<file path="src/pkg/irsc_map.svh">
`ifndef IRSC_MAP_SVH
`define IRSC_MAP_SVH

// ----------------------------------------------------------------
// Register byte offsets
// ----------------------------------------------------------------
`define IRSC_OFF_CTRL    12'h000
`define IRSC_OFF_STATUS  12'h004
`define IRSC_OFF_CLEAR   12'h008
`define IRSC_OFF_ENABLE  12'h00C
`define IRSC_OFF_RELOAD  12'h010
`define IRSC_OFF_BUS     12'h014

// ----------------------------------------------------------------
// Control fields (bit positions)
// ----------------------------------------------------------------
`define IRSC_CTRL_RESTART 0
`define IRSC_CTRL_STOP    1
`define IRSC_CTRL_SDIE    2
`define IRSC_CTRL_PDIE    3
`define IRSC_CTRL_NATIVE  4

// ----------------------------------------------------------------
// Status, clear and enable fields (bit positions)
// ----------------------------------------------------------------
`define IRSC_ST_START  0
`define IRSC_ST_STOP   1
`define IRSC_ST_COLL   2
`define IRSC_ST_RSDONE 3
`define IRSC_ST_SPDONE 4

// ----------------------------------------------------------------
// Bus view fields and reset values
// ----------------------------------------------------------------
`define IRSC_BUS_STATE_LSB 4
`define IRSC_RST_CTRL    5'h00
`define IRSC_RST_ENABLE  5'h00
`define IRSC_RST_RELOAD  8'h10
`define IRSC_RST_SYNC    2'h3

`endif

</file>
<file path="src/pkg/irsc_pkg.sv">
package irsc_pkg;

	// ------------------------------------------------------------
	// Widths
	// ------------------------------------------------------------
	localparam int ADDR_W = 12;
	localparam int DATA_W = 32;
	localparam int RLD_W  = 8;
	localparam int NEV    = 5;

	// ------------------------------------------------------------
	// Sequencer states, one-hot
	// ------------------------------------------------------------
	typedef enum logic [8:0] {
		ST_IDLE    = 9'h001,
		ST_RS_REL  = 9'h002,
		ST_RS_SCLH = 9'h004,
		ST_RS_CNT  = 9'h008,
		ST_RS_HOLD = 9'h010,
		ST_SP_SDAL = 9'h020,
		ST_SP_SCLH = 9'h040,
		ST_SP_CNT1 = 9'h080,
		ST_SP_CNT2 = 9'h100
	} irsc_state_t;

	// ------------------------------------------------------------
	// Carriers
	// ------------------------------------------------------------
	typedef struct packed {
		logic              psel;
		logic              penable;
		logic              pwrite;
		logic [ADDR_W-1:0] paddr;
		logic [DATA_W-1:0] pwdata;
	} irsc_apb_req_t;

	typedef struct packed {
		logic [DATA_W-1:0] prdata;
		logic              pready;
		logic              pslverr;
	} irsc_apb_rsp_t;

	typedef struct packed {
		logic scl_i;
		logic sda_i;
	} irsc_pad_in_t;

	typedef struct packed {
		logic scl_o;
		logic scl_oe;
		logic sda_o;
		logic sda_oe;
	} irsc_pad_out_t;

	// ------------------------------------------------------------
	// Module state
	// ------------------------------------------------------------
	typedef struct packed {
		irsc_state_t       st;
		logic              scl_drv;
		logic              sda_drv;
		logic [1:0]        scl_sy;
		logic [1:0]        sda_sy;
		logic              scl_p;
		logic              sda_p;
		logic              seen_low;
		logic [4:0]        ctrl;
		logic [NEV-1:0]    status;
		logic [NEV-1:0]    irq_en;
		logic [RLD_W-1:0]  reload;
		logic [DATA_W-1:0] prdata;
		logic              pslverr;
	} irsc_regs_t;

	typedef struct packed {
		logic [RLD_W-1:0] cnt;
		logic             run;
	} irsc_baud_t;

endpackage : irsc_pkg

</file>
<file path="src/rtl/irsc_baud.sv">
`timescale 1ns/10ps
`include "irsc_map.svh"

module irsc_baud (
	input  wire logic                    clk,
	input  wire logic                    rst,
	input  wire logic                    load,
	input  wire logic [irsc_pkg::RLD_W-1:0] reload,
	output logic                         expired
);
	import irsc_pkg::*;

	irsc_baud_t q;
	irsc_baud_t d;

	// ------------------------------------------------------------
	// Down counter
	// ------------------------------------------------------------
	// Load wins over counting; one step per clock, stops at zero
	always_comb begin
		d = q;
		if (load) begin
			d.cnt = reload;
			d.run = 1'b1;
		end else if (q.run) begin
			if (q.cnt == '0)
				d.run = 1'b0;
			else
				d.cnt = q.cnt - 8'h01;
		end
	end

	// State register
	always_ff @(posedge clk or posedge rst) begin
		if (rst)
			q <= '0;
		else
			q <= d;
	end

	// One-cycle expiry pulse at zero
	assign expired = q.run && (q.cnt == '0);
endmodule : irsc_baud

</file>
<file path="src/rtl/irsc_seq.sv">
// Operation
// - enabled start/stop detect bits raise interrupts in non-native modes
// - in native interrupting mode the two enable bits change nothing
// - repeated start collides if SDA is low when SCL rises
// - repeated start collides if SCL falls before SDA is driven low
// - after SDA release, count reload, free SCL, sample SDA on SCL high
// - SDA high means reload and count again; SDA falling is no collision
// - SCL falling during second count before SDA drive is a collision
// - both lines high at expiry: drive SDA low, reload the timer
// - at final expiry drive SCL low regardless and finish
// - stop begins with SDA low, then SCL is released
// - stop waits for SCL high, then counts reload before sampling SDA
// - stop collides if released SDA samples low after expiry
// - stop collides if released SCL samples low before SDA rises
// - start is SDA falling, stop SDA rising, both with SCL high
// - stop valid only after an SCL low period since the last start
//
// Register access over APB and the address map were left to the implementer.
`timescale 1ns/10ps
`include "irsc_map.svh"

module irsc_seq (
	input  wire logic                   clk,
	input  wire logic                   rst,
	input  wire irsc_pkg::irsc_apb_req_t apb_req,
	output irsc_pkg::irsc_apb_rsp_t      apb_rsp,
	input  wire irsc_pkg::irsc_pad_in_t  pad_in,
	output irsc_pkg::irsc_pad_out_t      pad_out,
	output logic                        irq
);
	import irsc_pkg::*;

	irsc_regs_t       q;
	irsc_regs_t       d;
	logic             tmr_load;
	logic             tmr_exp;
	logic             coll;
	logic             rs_done;
	logic             sp_done;
	logic             scl_s;
	logic             sda_s;
	logic             start_det;
	logic             stop_det;
	logic             wr_en;
	logic             setup;
	logic [NEV-1:0]   ev;
	logic [NEV-1:0]   clr;
	logic [DATA_W-1:0] rd_val;
	logic             mapped;

	// ------------------------------------------------------------
	// Helpers
	// ------------------------------------------------------------
	// Address match, shared by read and write decode
	function automatic logic hit(input logic [ADDR_W-1:0] a,
		input logic [ADDR_W-1:0] off);
		return a == off;
	endfunction : hit

	// ------------------------------------------------------------
	// Baud timer
	// ------------------------------------------------------------
	irsc_baud u_baud (
		.clk     (clk),
		.rst     (rst),
		.load    (tmr_load),
		.reload  (q.reload),
		.expired (tmr_exp)
	);

	// ------------------------------------------------------------
	// Line view and condition detect
	// ------------------------------------------------------------
	// Second synchroniser stage is the only view of the lines
	assign scl_s = q.scl_sy[1];
	assign sda_s = q.sda_sy[1];
	// SDA edges while SCL stays high
	assign start_det = scl_s && q.scl_p && q.sda_p && !sda_s;
	assign stop_det  = scl_s && q.scl_p && !q.sda_p && sda_s
		&& q.seen_low;

	// ------------------------------------------------------------
	// APB decode
	// ------------------------------------------------------------
	assign setup = apb_req.psel && !apb_req.penable;
	assign wr_en = apb_req.psel && apb_req.penable && apb_req.pwrite;
	assign clr = (wr_en && hit(apb_req.paddr, `IRSC_OFF_CLEAR))
		? apb_req.pwdata[NEV-1:0] : '0;

	// Read value and map check for the setup phase
	always_comb begin
		rd_val = '0;
		mapped = 1'b1;
		if (hit(apb_req.paddr, `IRSC_OFF_CTRL)) begin
			rd_val[4:0] = q.ctrl;
		end else if (hit(apb_req.paddr, `IRSC_OFF_STATUS)) begin
			rd_val[NEV-1:0] = q.status;
		end else if (hit(apb_req.paddr, `IRSC_OFF_CLEAR)) begin
			rd_val = '0;
		end else if (hit(apb_req.paddr, `IRSC_OFF_ENABLE)) begin
			rd_val[NEV-1:0] = q.irq_en;
		end else if (hit(apb_req.paddr, `IRSC_OFF_RELOAD)) begin
			rd_val[RLD_W-1:0] = q.reload;
		end else if (hit(apb_req.paddr, `IRSC_OFF_BUS)) begin
			rd_val[3:0] = {q.sda_drv, q.scl_drv, sda_s, scl_s};
			rd_val[`IRSC_BUS_STATE_LSB +: 9] = q.st;
		end else begin
			mapped = 1'b0;
		end
	end

	// ------------------------------------------------------------
	// Next state
	// ------------------------------------------------------------
	always_comb begin
		d        = q;
		tmr_load = 1'b0;
		coll     = 1'b0;
		rs_done  = 1'b0;
		sp_done  = 1'b0;
		ev       = '0;
		// Two-stage synchronisers and previous samples
		d.scl_sy = {q.scl_sy[0], pad_in.scl_i};
		d.sda_sy = {q.sda_sy[0], pad_in.sda_i};
		d.scl_p  = scl_s;
		d.sda_p  = sda_s;
		// An SCL low period arms stop detection; start disarms it
		if (start_det || stop_det)
			d.seen_low = 1'b0;
		else if (!scl_s)
			d.seen_low = 1'b1;
		// Sequencer
		case (q.st)
			ST_IDLE: begin
				if (wr_en && hit(apb_req.paddr, `IRSC_OFF_CTRL)
					&& apb_req.pwdata[`IRSC_CTRL_RESTART]) begin
					d.st     = ST_RS_REL;
					d.sda_drv = 1'b0;
					tmr_load = 1'b1;
				end else if (wr_en && hit(apb_req.paddr, `IRSC_OFF_CTRL)
					&& apb_req.pwdata[`IRSC_CTRL_STOP]) begin
					d.st      = ST_SP_SDAL;
					d.sda_drv = 1'b1;
					d.scl_drv = 1'b1;
				end
			end
			ST_RS_REL: begin
				if (tmr_exp) begin
					d.st      = ST_RS_SCLH;
					d.scl_drv = 1'b0;
				end
			end
			ST_RS_SCLH: begin
				if (scl_s) begin
					if (!sda_s) begin
						coll = 1'b1;
					end else begin
						d.st     = ST_RS_CNT;
						tmr_load = 1'b1;
					end
				end
			end
			ST_RS_CNT: begin
				// SDA falling here is ignored; SCL falling is not
				if (!scl_s) begin
					coll = 1'b1;
				end else if (tmr_exp) begin
					d.st      = ST_RS_HOLD;
					d.sda_drv = 1'b1;
					tmr_load  = 1'b1;
				end
			end
			ST_RS_HOLD: begin
				if (tmr_exp) begin
					d.st      = ST_IDLE;
					d.scl_drv = 1'b1;
					rs_done   = 1'b1;
				end
			end
			ST_SP_SDAL: begin
				if (!sda_s) begin
					d.st      = ST_SP_SCLH;
					d.scl_drv = 1'b0;
				end
			end
			ST_SP_SCLH: begin
				// Waiting here honours clock stretching
				if (scl_s) begin
					d.st     = ST_SP_CNT1;
					tmr_load = 1'b1;
				end
			end
			ST_SP_CNT1: begin
				if (!scl_s) begin
					coll = 1'b1;
				end else if (tmr_exp) begin
					d.st      = ST_SP_CNT2;
					d.sda_drv = 1'b0;
					tmr_load  = 1'b1;
				end
			end
			ST_SP_CNT2: begin
				if (!scl_s && !sda_s) begin
					coll = 1'b1;
				end else if (tmr_exp) begin
					if (!sda_s) begin
						coll = 1'b1;
					end else begin
						d.st    = ST_IDLE;
						sp_done = 1'b1;
					end
				end
			end
			default: begin
				d.st = ST_IDLE;
			end
		endcase
		// Collision abandons the sequence and frees both lines
		if (coll) begin
			d.st      = ST_IDLE;
			d.scl_drv = 1'b0;
			d.sda_drv = 1'b0;
		end
		// Events; native mode interrupts on start and stop anyway
		ev[`IRSC_ST_START] = start_det && (q.ctrl[`IRSC_CTRL_NATIVE]
			|| q.ctrl[`IRSC_CTRL_SDIE]);
		ev[`IRSC_ST_STOP] = stop_det && (q.ctrl[`IRSC_CTRL_NATIVE]
			|| q.ctrl[`IRSC_CTRL_PDIE]);
		ev[`IRSC_ST_COLL]   = coll;
		ev[`IRSC_ST_RSDONE] = rs_done;
		ev[`IRSC_ST_SPDONE] = sp_done;
		// Sticky status; a new event wins over a clear
		for (int i = 0; i < NEV; i++)
			d.status[i] = ev[i] || (q.status[i] && !clr[i]);
		// Register writes
		if (wr_en) begin
			if (hit(apb_req.paddr, `IRSC_OFF_CTRL)) begin
				d.ctrl = apb_req.pwdata[4:0];
				d.ctrl[`IRSC_CTRL_RESTART] = 1'b0;
				d.ctrl[`IRSC_CTRL_STOP]    = 1'b0;
			end else if (hit(apb_req.paddr, `IRSC_OFF_ENABLE)) begin
				d.irq_en = apb_req.pwdata[NEV-1:0];
			end else if (hit(apb_req.paddr, `IRSC_OFF_RELOAD)) begin
				d.reload = apb_req.pwdata[RLD_W-1:0];
			end
		end
		// Read data and error captured in the setup phase
		if (setup) begin
			d.prdata  = rd_val;
			d.pslverr = !mapped;
		end
	end

	// State register
	always_ff @(posedge clk or posedge rst) begin
		if (rst) begin
			q        <= '0;
			q.st     <= ST_IDLE;
			q.scl_sy <= `IRSC_RST_SYNC;
			q.sda_sy <= `IRSC_RST_SYNC;
			q.scl_p  <= 1'b1;
			q.sda_p  <= 1'b1;
			q.ctrl   <= `IRSC_RST_CTRL;
			q.irq_en <= `IRSC_RST_ENABLE;
			q.reload <= `IRSC_RST_RELOAD;
		end else begin
			q <= d;
		end
	end

	// ------------------------------------------------------------
	// Outputs
	// ------------------------------------------------------------
	// Open-drain pads: enable pulls the line low
	assign pad_out.scl_o   = 1'b0;
	assign pad_out.scl_oe  = q.scl_drv;
	assign pad_out.sda_o   = 1'b0;
	assign pad_out.sda_oe  = q.sda_drv;
	assign apb_rsp.prdata  = q.prdata;
	assign apb_rsp.pready  = 1'b1;
	assign apb_rsp.pslverr = q.pslverr;
	assign irq = |(q.status & q.irq_en);
endmodule : irsc_seq

</file>
<file path="config.mk">
export PLATFORM = sky130hd
export DESIGN_NAME = irsc_seq
export DESIGN_NICKNAME = d
export VERILOG_FILES = /design/src/pkg/irsc_pkg.sv /design/src/rtl/irsc_baud.sv /design/src/rtl/irsc_seq.sv
export VERILOG_INCLUDE_DIRS = /design/src /design/src/pkg
export SDC_FILE = /design/constraint.sdc
export NUM_CORES = 1
export LEC_CHECK = 0
export ABC_AREA = 0
export BUFFER_PORTS_ARGS = -buffer_cell sky130_fd_sc_hd__buf_2
export CELL_PAD_IN_SITES_DETAIL_PLACEMENT = 0
export CELL_PAD_IN_SITES_GLOBAL_PLACEMENT = 1
export CORE_ASPECT_RATIO = 1.25
export CORE_MARGIN = 2
export CORE_UTILIZATION = 44
export CTS_CLUSTER_DIAMETER = 150
export DETAILED_ROUTE_END_ITERATION = 12
export PLACE_DENSITY_LB_ADDON = 0.1
export SYNTH_ARGS = -nofsm -noshare
export SYNTH_HDL_FRONTEND = slang
export SYNTH_HIERARCHICAL = 1
export SYNTH_SLANG_ARGS = --single-unit
</file>
<file path="constraint.sdc">
create_clock -name clk -period 8.5 [get_ports clk]
set_input_delay 0.425 -clock clk [delete_from_list [all_inputs] [get_ports clk]]
set_output_delay 0.425 -clock clk [all_outputs]
set_load 0.01 [all_outputs]
</file>
## Yosys cells after proc, flatten, opt, wreduce, memory -nomap -nowiden

Cells that the tools add are included.

- Reduce and logical (&&, ||, !) cells: 54
- $add $sub $neg: 1
- Muxes and demuxes: 65
- Bitwise operators: 3
- Equality and inequality tests: 32

Operators with widths:

| cell | count |
|---|---|
| $mux W9 | 13 |
| $pmux W9 S9 | 1 |
| $ne A3 B3 Y1 const B | 15 |
| $mux W8 | 4 |
| $mux W1 | 30 |
| $mux W10 | 3 |
| $mux W27 | 1 |
| $mux W13 | 2 |
| $mux W5 | 5 |
| $eq A12 B4 Y1 const B | 2 |
| $eq A12 B5 Y1 const B | 2 |
| $logic_and A1 B1 Y1 | 22 |
| $mux W11 | 2 |
| $reduce_and A14 Y1 | 1 |
| $eq A12 B3 Y1 const B | 1 |
| $logic_not A12 Y1 | 1 |
| $reduce_and A6 Y1 | 2 |
| $logic_not A1 Y1 | 10 |
| $eq A9 B1 Y1 const B | 1 |
| $eq A9 B2 Y1 const B | 1 |
| $eq A9 B3 Y1 const B | 1 |
| $eq A9 B4 Y1 const B | 1 |
| $eq A9 B5 Y1 const B | 1 |
| $eq A9 B6 Y1 const B | 1 |
| other kinds (21) | 32 |

- Flip-flop bits (word level): 81
- Word-level logic and storage cells: 171

## Logic depth before layout (Yosys ltp)

- Word-level depth: 8
- Depth in mapped cells: 12
- Depth with buffers taken out: 11

## Hierarchy

Netlist, hierarchy kept.

Modules (own cells, without submodules):

| module | cells an instance | area an instance (um^2) | sequential area each (um^2) | times used |
|---|---|---|---|---|
| irsc_seq | 344 | 3259.4 | 1336.3 | 1 |
| irsc_baud | 66 | 595.6 | 225.2 | 1 |

## Least setup slack after synthesis

OpenSTA, ideal clock, no wires.

- Path type: register to register
- From: register u_baud/q[1] in the netlist's numbering
- To: register u_baud/q[4] in the netlist's numbering
- Path buffers: 1
- Arrival: 2.636 ns
- Period minus slack after synthesis: 2.762 ns
- Library setup time: 0.126 ns
- Cell stages (with the launch flop): 12
- Setup slack: 5.738 ns
- Cell sequence: dfrtp_1 > inv_1 > ha_1 > nor3b_1 > and3_1 > nor2b_1 > and4_1 > o21ai_0 > nand2_1 > clkbuf_1 > o21ai_0 > a311o_1

- Longest elaborated chain between the ends: 7
- Elaborated cells on any way between the ends: 12
- Classes of those cells: add/sub (1); eq/ne (1); mux (6); reduce/logical (4)

RTL lines:

| item | RTL line | text |
|---|---|---|
| from (decl) | irsc_baud.sv:13 | `irsc_baud_t q;` |
| from (signal assigned) | irsc_baud.sv:36 | `q <= '0;` |
| from (signal assigned) | irsc_baud.sv:38 | `q <= d;` |
| $logic_not A8 Y1 (*) | irsc_baud.sv:42 | `assign expired = q.run && (q.cnt == '0);` |
| $logic_and A1 B1 Y1 (*) | irsc_baud.sv:42 |  |
| via tmr_exp | irsc_seq.sv:36 | `logic tmr_exp;` |
| $mux W1 (*) | irsc_seq.sv:167, irsc_seq.sv:196 |  |
| $mux W1 (*) | irsc_seq.sv:165 | `if (!scl_s) begin` |
| $pmux W1 S4 (*) | irsc_seq.sv:133 | `case (q.st)` |
| via tmr_load | irsc_seq.sv:35 | `logic tmr_load;` |
| $ne A2 B2 Y1 (no source line) or $reduce_bool A2 Y1 (tied branches) | - |  |
| $reduce_and A2 Y1 (no source line) | - |  |

Mark *: on every way through the listed nets, which the timed path passes. The rest lies on a longest branch. The select of a mux whose other input is x is not followed.
A chain may end at the register's enable or synchronous reset.

## Worst setup path in the final report

Ends and elaborated chain as after synthesis.

==> metrics <==
most frequent cells in the layout dfrtp_1, nand2_1, buf_2; Final Wtd Congestion 0.842; crit path buf inv count 2; Vias/cell 5.61; crit path capture type register; CTS tree done; deepest clock path buffer count 2; sequential element share of the synthesized area 0.405; FF+latch count, synth 62; most common cell after layout, fill and taps aside dfrtp_1; first-pass GRT wire length 16.3 mm; RSZ-0062 raised after global routing false; DR pass1 iterations 4; synthesized instance count 410; fill count 861; post-CTS setup buffer count 0; CTS Hold Bufs 0; CTS buffer count 9; setup TNS 0 ps; Min Hold Slack 63.4 ps; Core ar. 0.00861 mm2; Area contributors post-synth dfrtp_1, buf_4, dfstp_2; final net count 479; Slew HR 0.354; syn_area_per_cell 9.40 um2; CP top delay family simple AND/OR/NAND/NOR gates; status finished clean; Final Hold Viols 0; pwr dens 232 mW/mm2; post-synth top area share 0.351; CTS resizes 0; Die X 87.7 um; vias in the first global route 3122; Detailed Place HPWL 7.43 mm; DR DRC count 0; crit share post-route 0.439; min cycle time layout 3730 ps; Hold Path Class in -> async; # setup viols final 0; Top FF cell, synth dfrtp_1; peak supply drop 88.0 uV; FF-to-FF path depth 10; Critical Path RT 8730 ps; asr flop ratio synth 1.00; crit-path cells inv_1 -> ha_1 -> nor3b_1 -> and3_1 -> nor2b_1 -> and4_1 -> o21ai_0 -> nand2_1 -> clkinv_1 -> a311o_1; Static Leak 1.88 nW; Reg2Reg Capture Point u_baud/q[4]; Die Y 109 um; final wirelength 10.1 mm; WP data arrival 3960 ps; site row count 38; fmax 268 MHz; grt total ovfl 0; initial antenna violation count 0; CP max stage delay 640 ps; crit path kind reg -> reg; reg2reg start u_baud/q[1]; Antenna Nets Post-Route 0; Root Driver clkbuf_8; Cell Area, Synth 0.00385 mm2; num ports 90; Ant. Diodes 0; Worst setup SP type register; Max Fanout on Critical Path 14; Die Footprint 0.00953 mm2; Multi-input gate area 0.00194 mm2; WL/cell 18.4 um; H-Tree Level Count 3; max_cap viols 0; Worst path slowest cell nor3b_1; layout cell share with drive strength beyond 1 0.251; First DRT Iteration DRCs 175; R2R Setup Slk 4770 ps; area leader, netlist dfrtp_1; largest net degree at the start of global routing 54; I/O Buffers 43; via count 3091; Worst Clk Skew 10.1 ps; global-route total usage across every layer 0.228; Starting Density 0.448; slew of the pin with the lowest slew margin 961 ps; FF/Latch Area 0.00156 mm2; Area Growth Syn to Fin 6.85%; Syn. warnings 6; Slew Viols, Final 0; CTS Sinks 62; CTS clock-pin slew for the worst setup and hold paths 70 ps; Post-synth EDFFs 0; post-synth cell types 77; Clock Latency Late Sink 350 ps
-- kinds of logic after synthesis --
family,Yosys count,share of synthesized area
xor gates and xnor gates,8,0.0182
AOI/OAI and AO/OA,78,0.152
muxes,19,0.0617
and+or+nand+nor,168,0.243
adders and majority gates,2,0.00649
DFF,62,0.405
buffers and inverters,71,0.112
other,2,0.00195
-- layer usage --
metal	global-route usage	wire length, um
met2	0.390	5170
met3	0.0454	425
met4	0.100	297
met1	0.277	4240
met5	0	0
-- how the worst max path moves through the flow --
stage                      from     endpoint  slack (ps)  cells past startpoint
floorplan           u_baud/q[1]  u_baud/q[4]        5740                     11
global placement    u_baud/q[2]  u_baud/q[4]        4760                     10
detailed placement  u_baud/q[1]  u_baud/q[4]        4760                     10
CTS                 u_baud/q[1]  u_baud/q[4]        4740                     10
global route        u_baud/q[1]  u_baud/q[4]        4390                     10
finish              u_baud/q[1]  u_baud/q[4]        4770                     10
-- cell usage after synthesis (6+ instances only) --
master,instances
a31oi_1,6
buf_4,40
a21oi_1,8
dfstp_2,8
nor3b_1,6
nand3_1,9
o21ai_0,15
nand2_1,51
nor3_1,7
buf_2,6
nand4_1,10
inv_1,10
nor2b_1,8
nor2_1,29
dfrtp_1,54
mux2_2,14
clkbuf_1,9
-- per-stage QoR --
stage	setup slack [ps]	std cells	utilization	total power, mW	instance area (um2)
global route	4390	551	0.479	1.02	4120
CTS	4740	551	0.479	0.962	4120
detailed placement	4760	535	0.455	0.691	3920
floorplan	5740	430	-	0.622	3930
global placement	4760	535	0.455	0.686	3920
finish	4770	551	0.479	0.956	4120
-- cell type report --
| class | instances | share of cell area |
|---|---|---|
| flip-flops and latches | 62 | 0.379 |
| repair buffers | 45 | 0.0559 |
| clock buffers | 12 | 0.0377 |
| inverters | 11 | 0.0100 |
| multi-input cells | 297 | 0.470 |
| well taps | 120 | 0.0365 |
| clock inverters | 4 | 0.0109 |
-- registers in the layout, summed over array words and instances, names as in the netlist --
signal and flops:
u_baud/q 9, d 4, apb_rsp 14, q 33, pad_out 2
-- power breakdown --
group / internal (mW) / switching [mW] / total (mW)
sequential: 0.330 / 0.0594 / 0.389
combinational: 0.134 / 0.165 / 0.299
clock: 0.150 / 0.118 / 0.268
total: 0.614 / 0.342 / 0.956
Power figures use the tool's default switching activity.
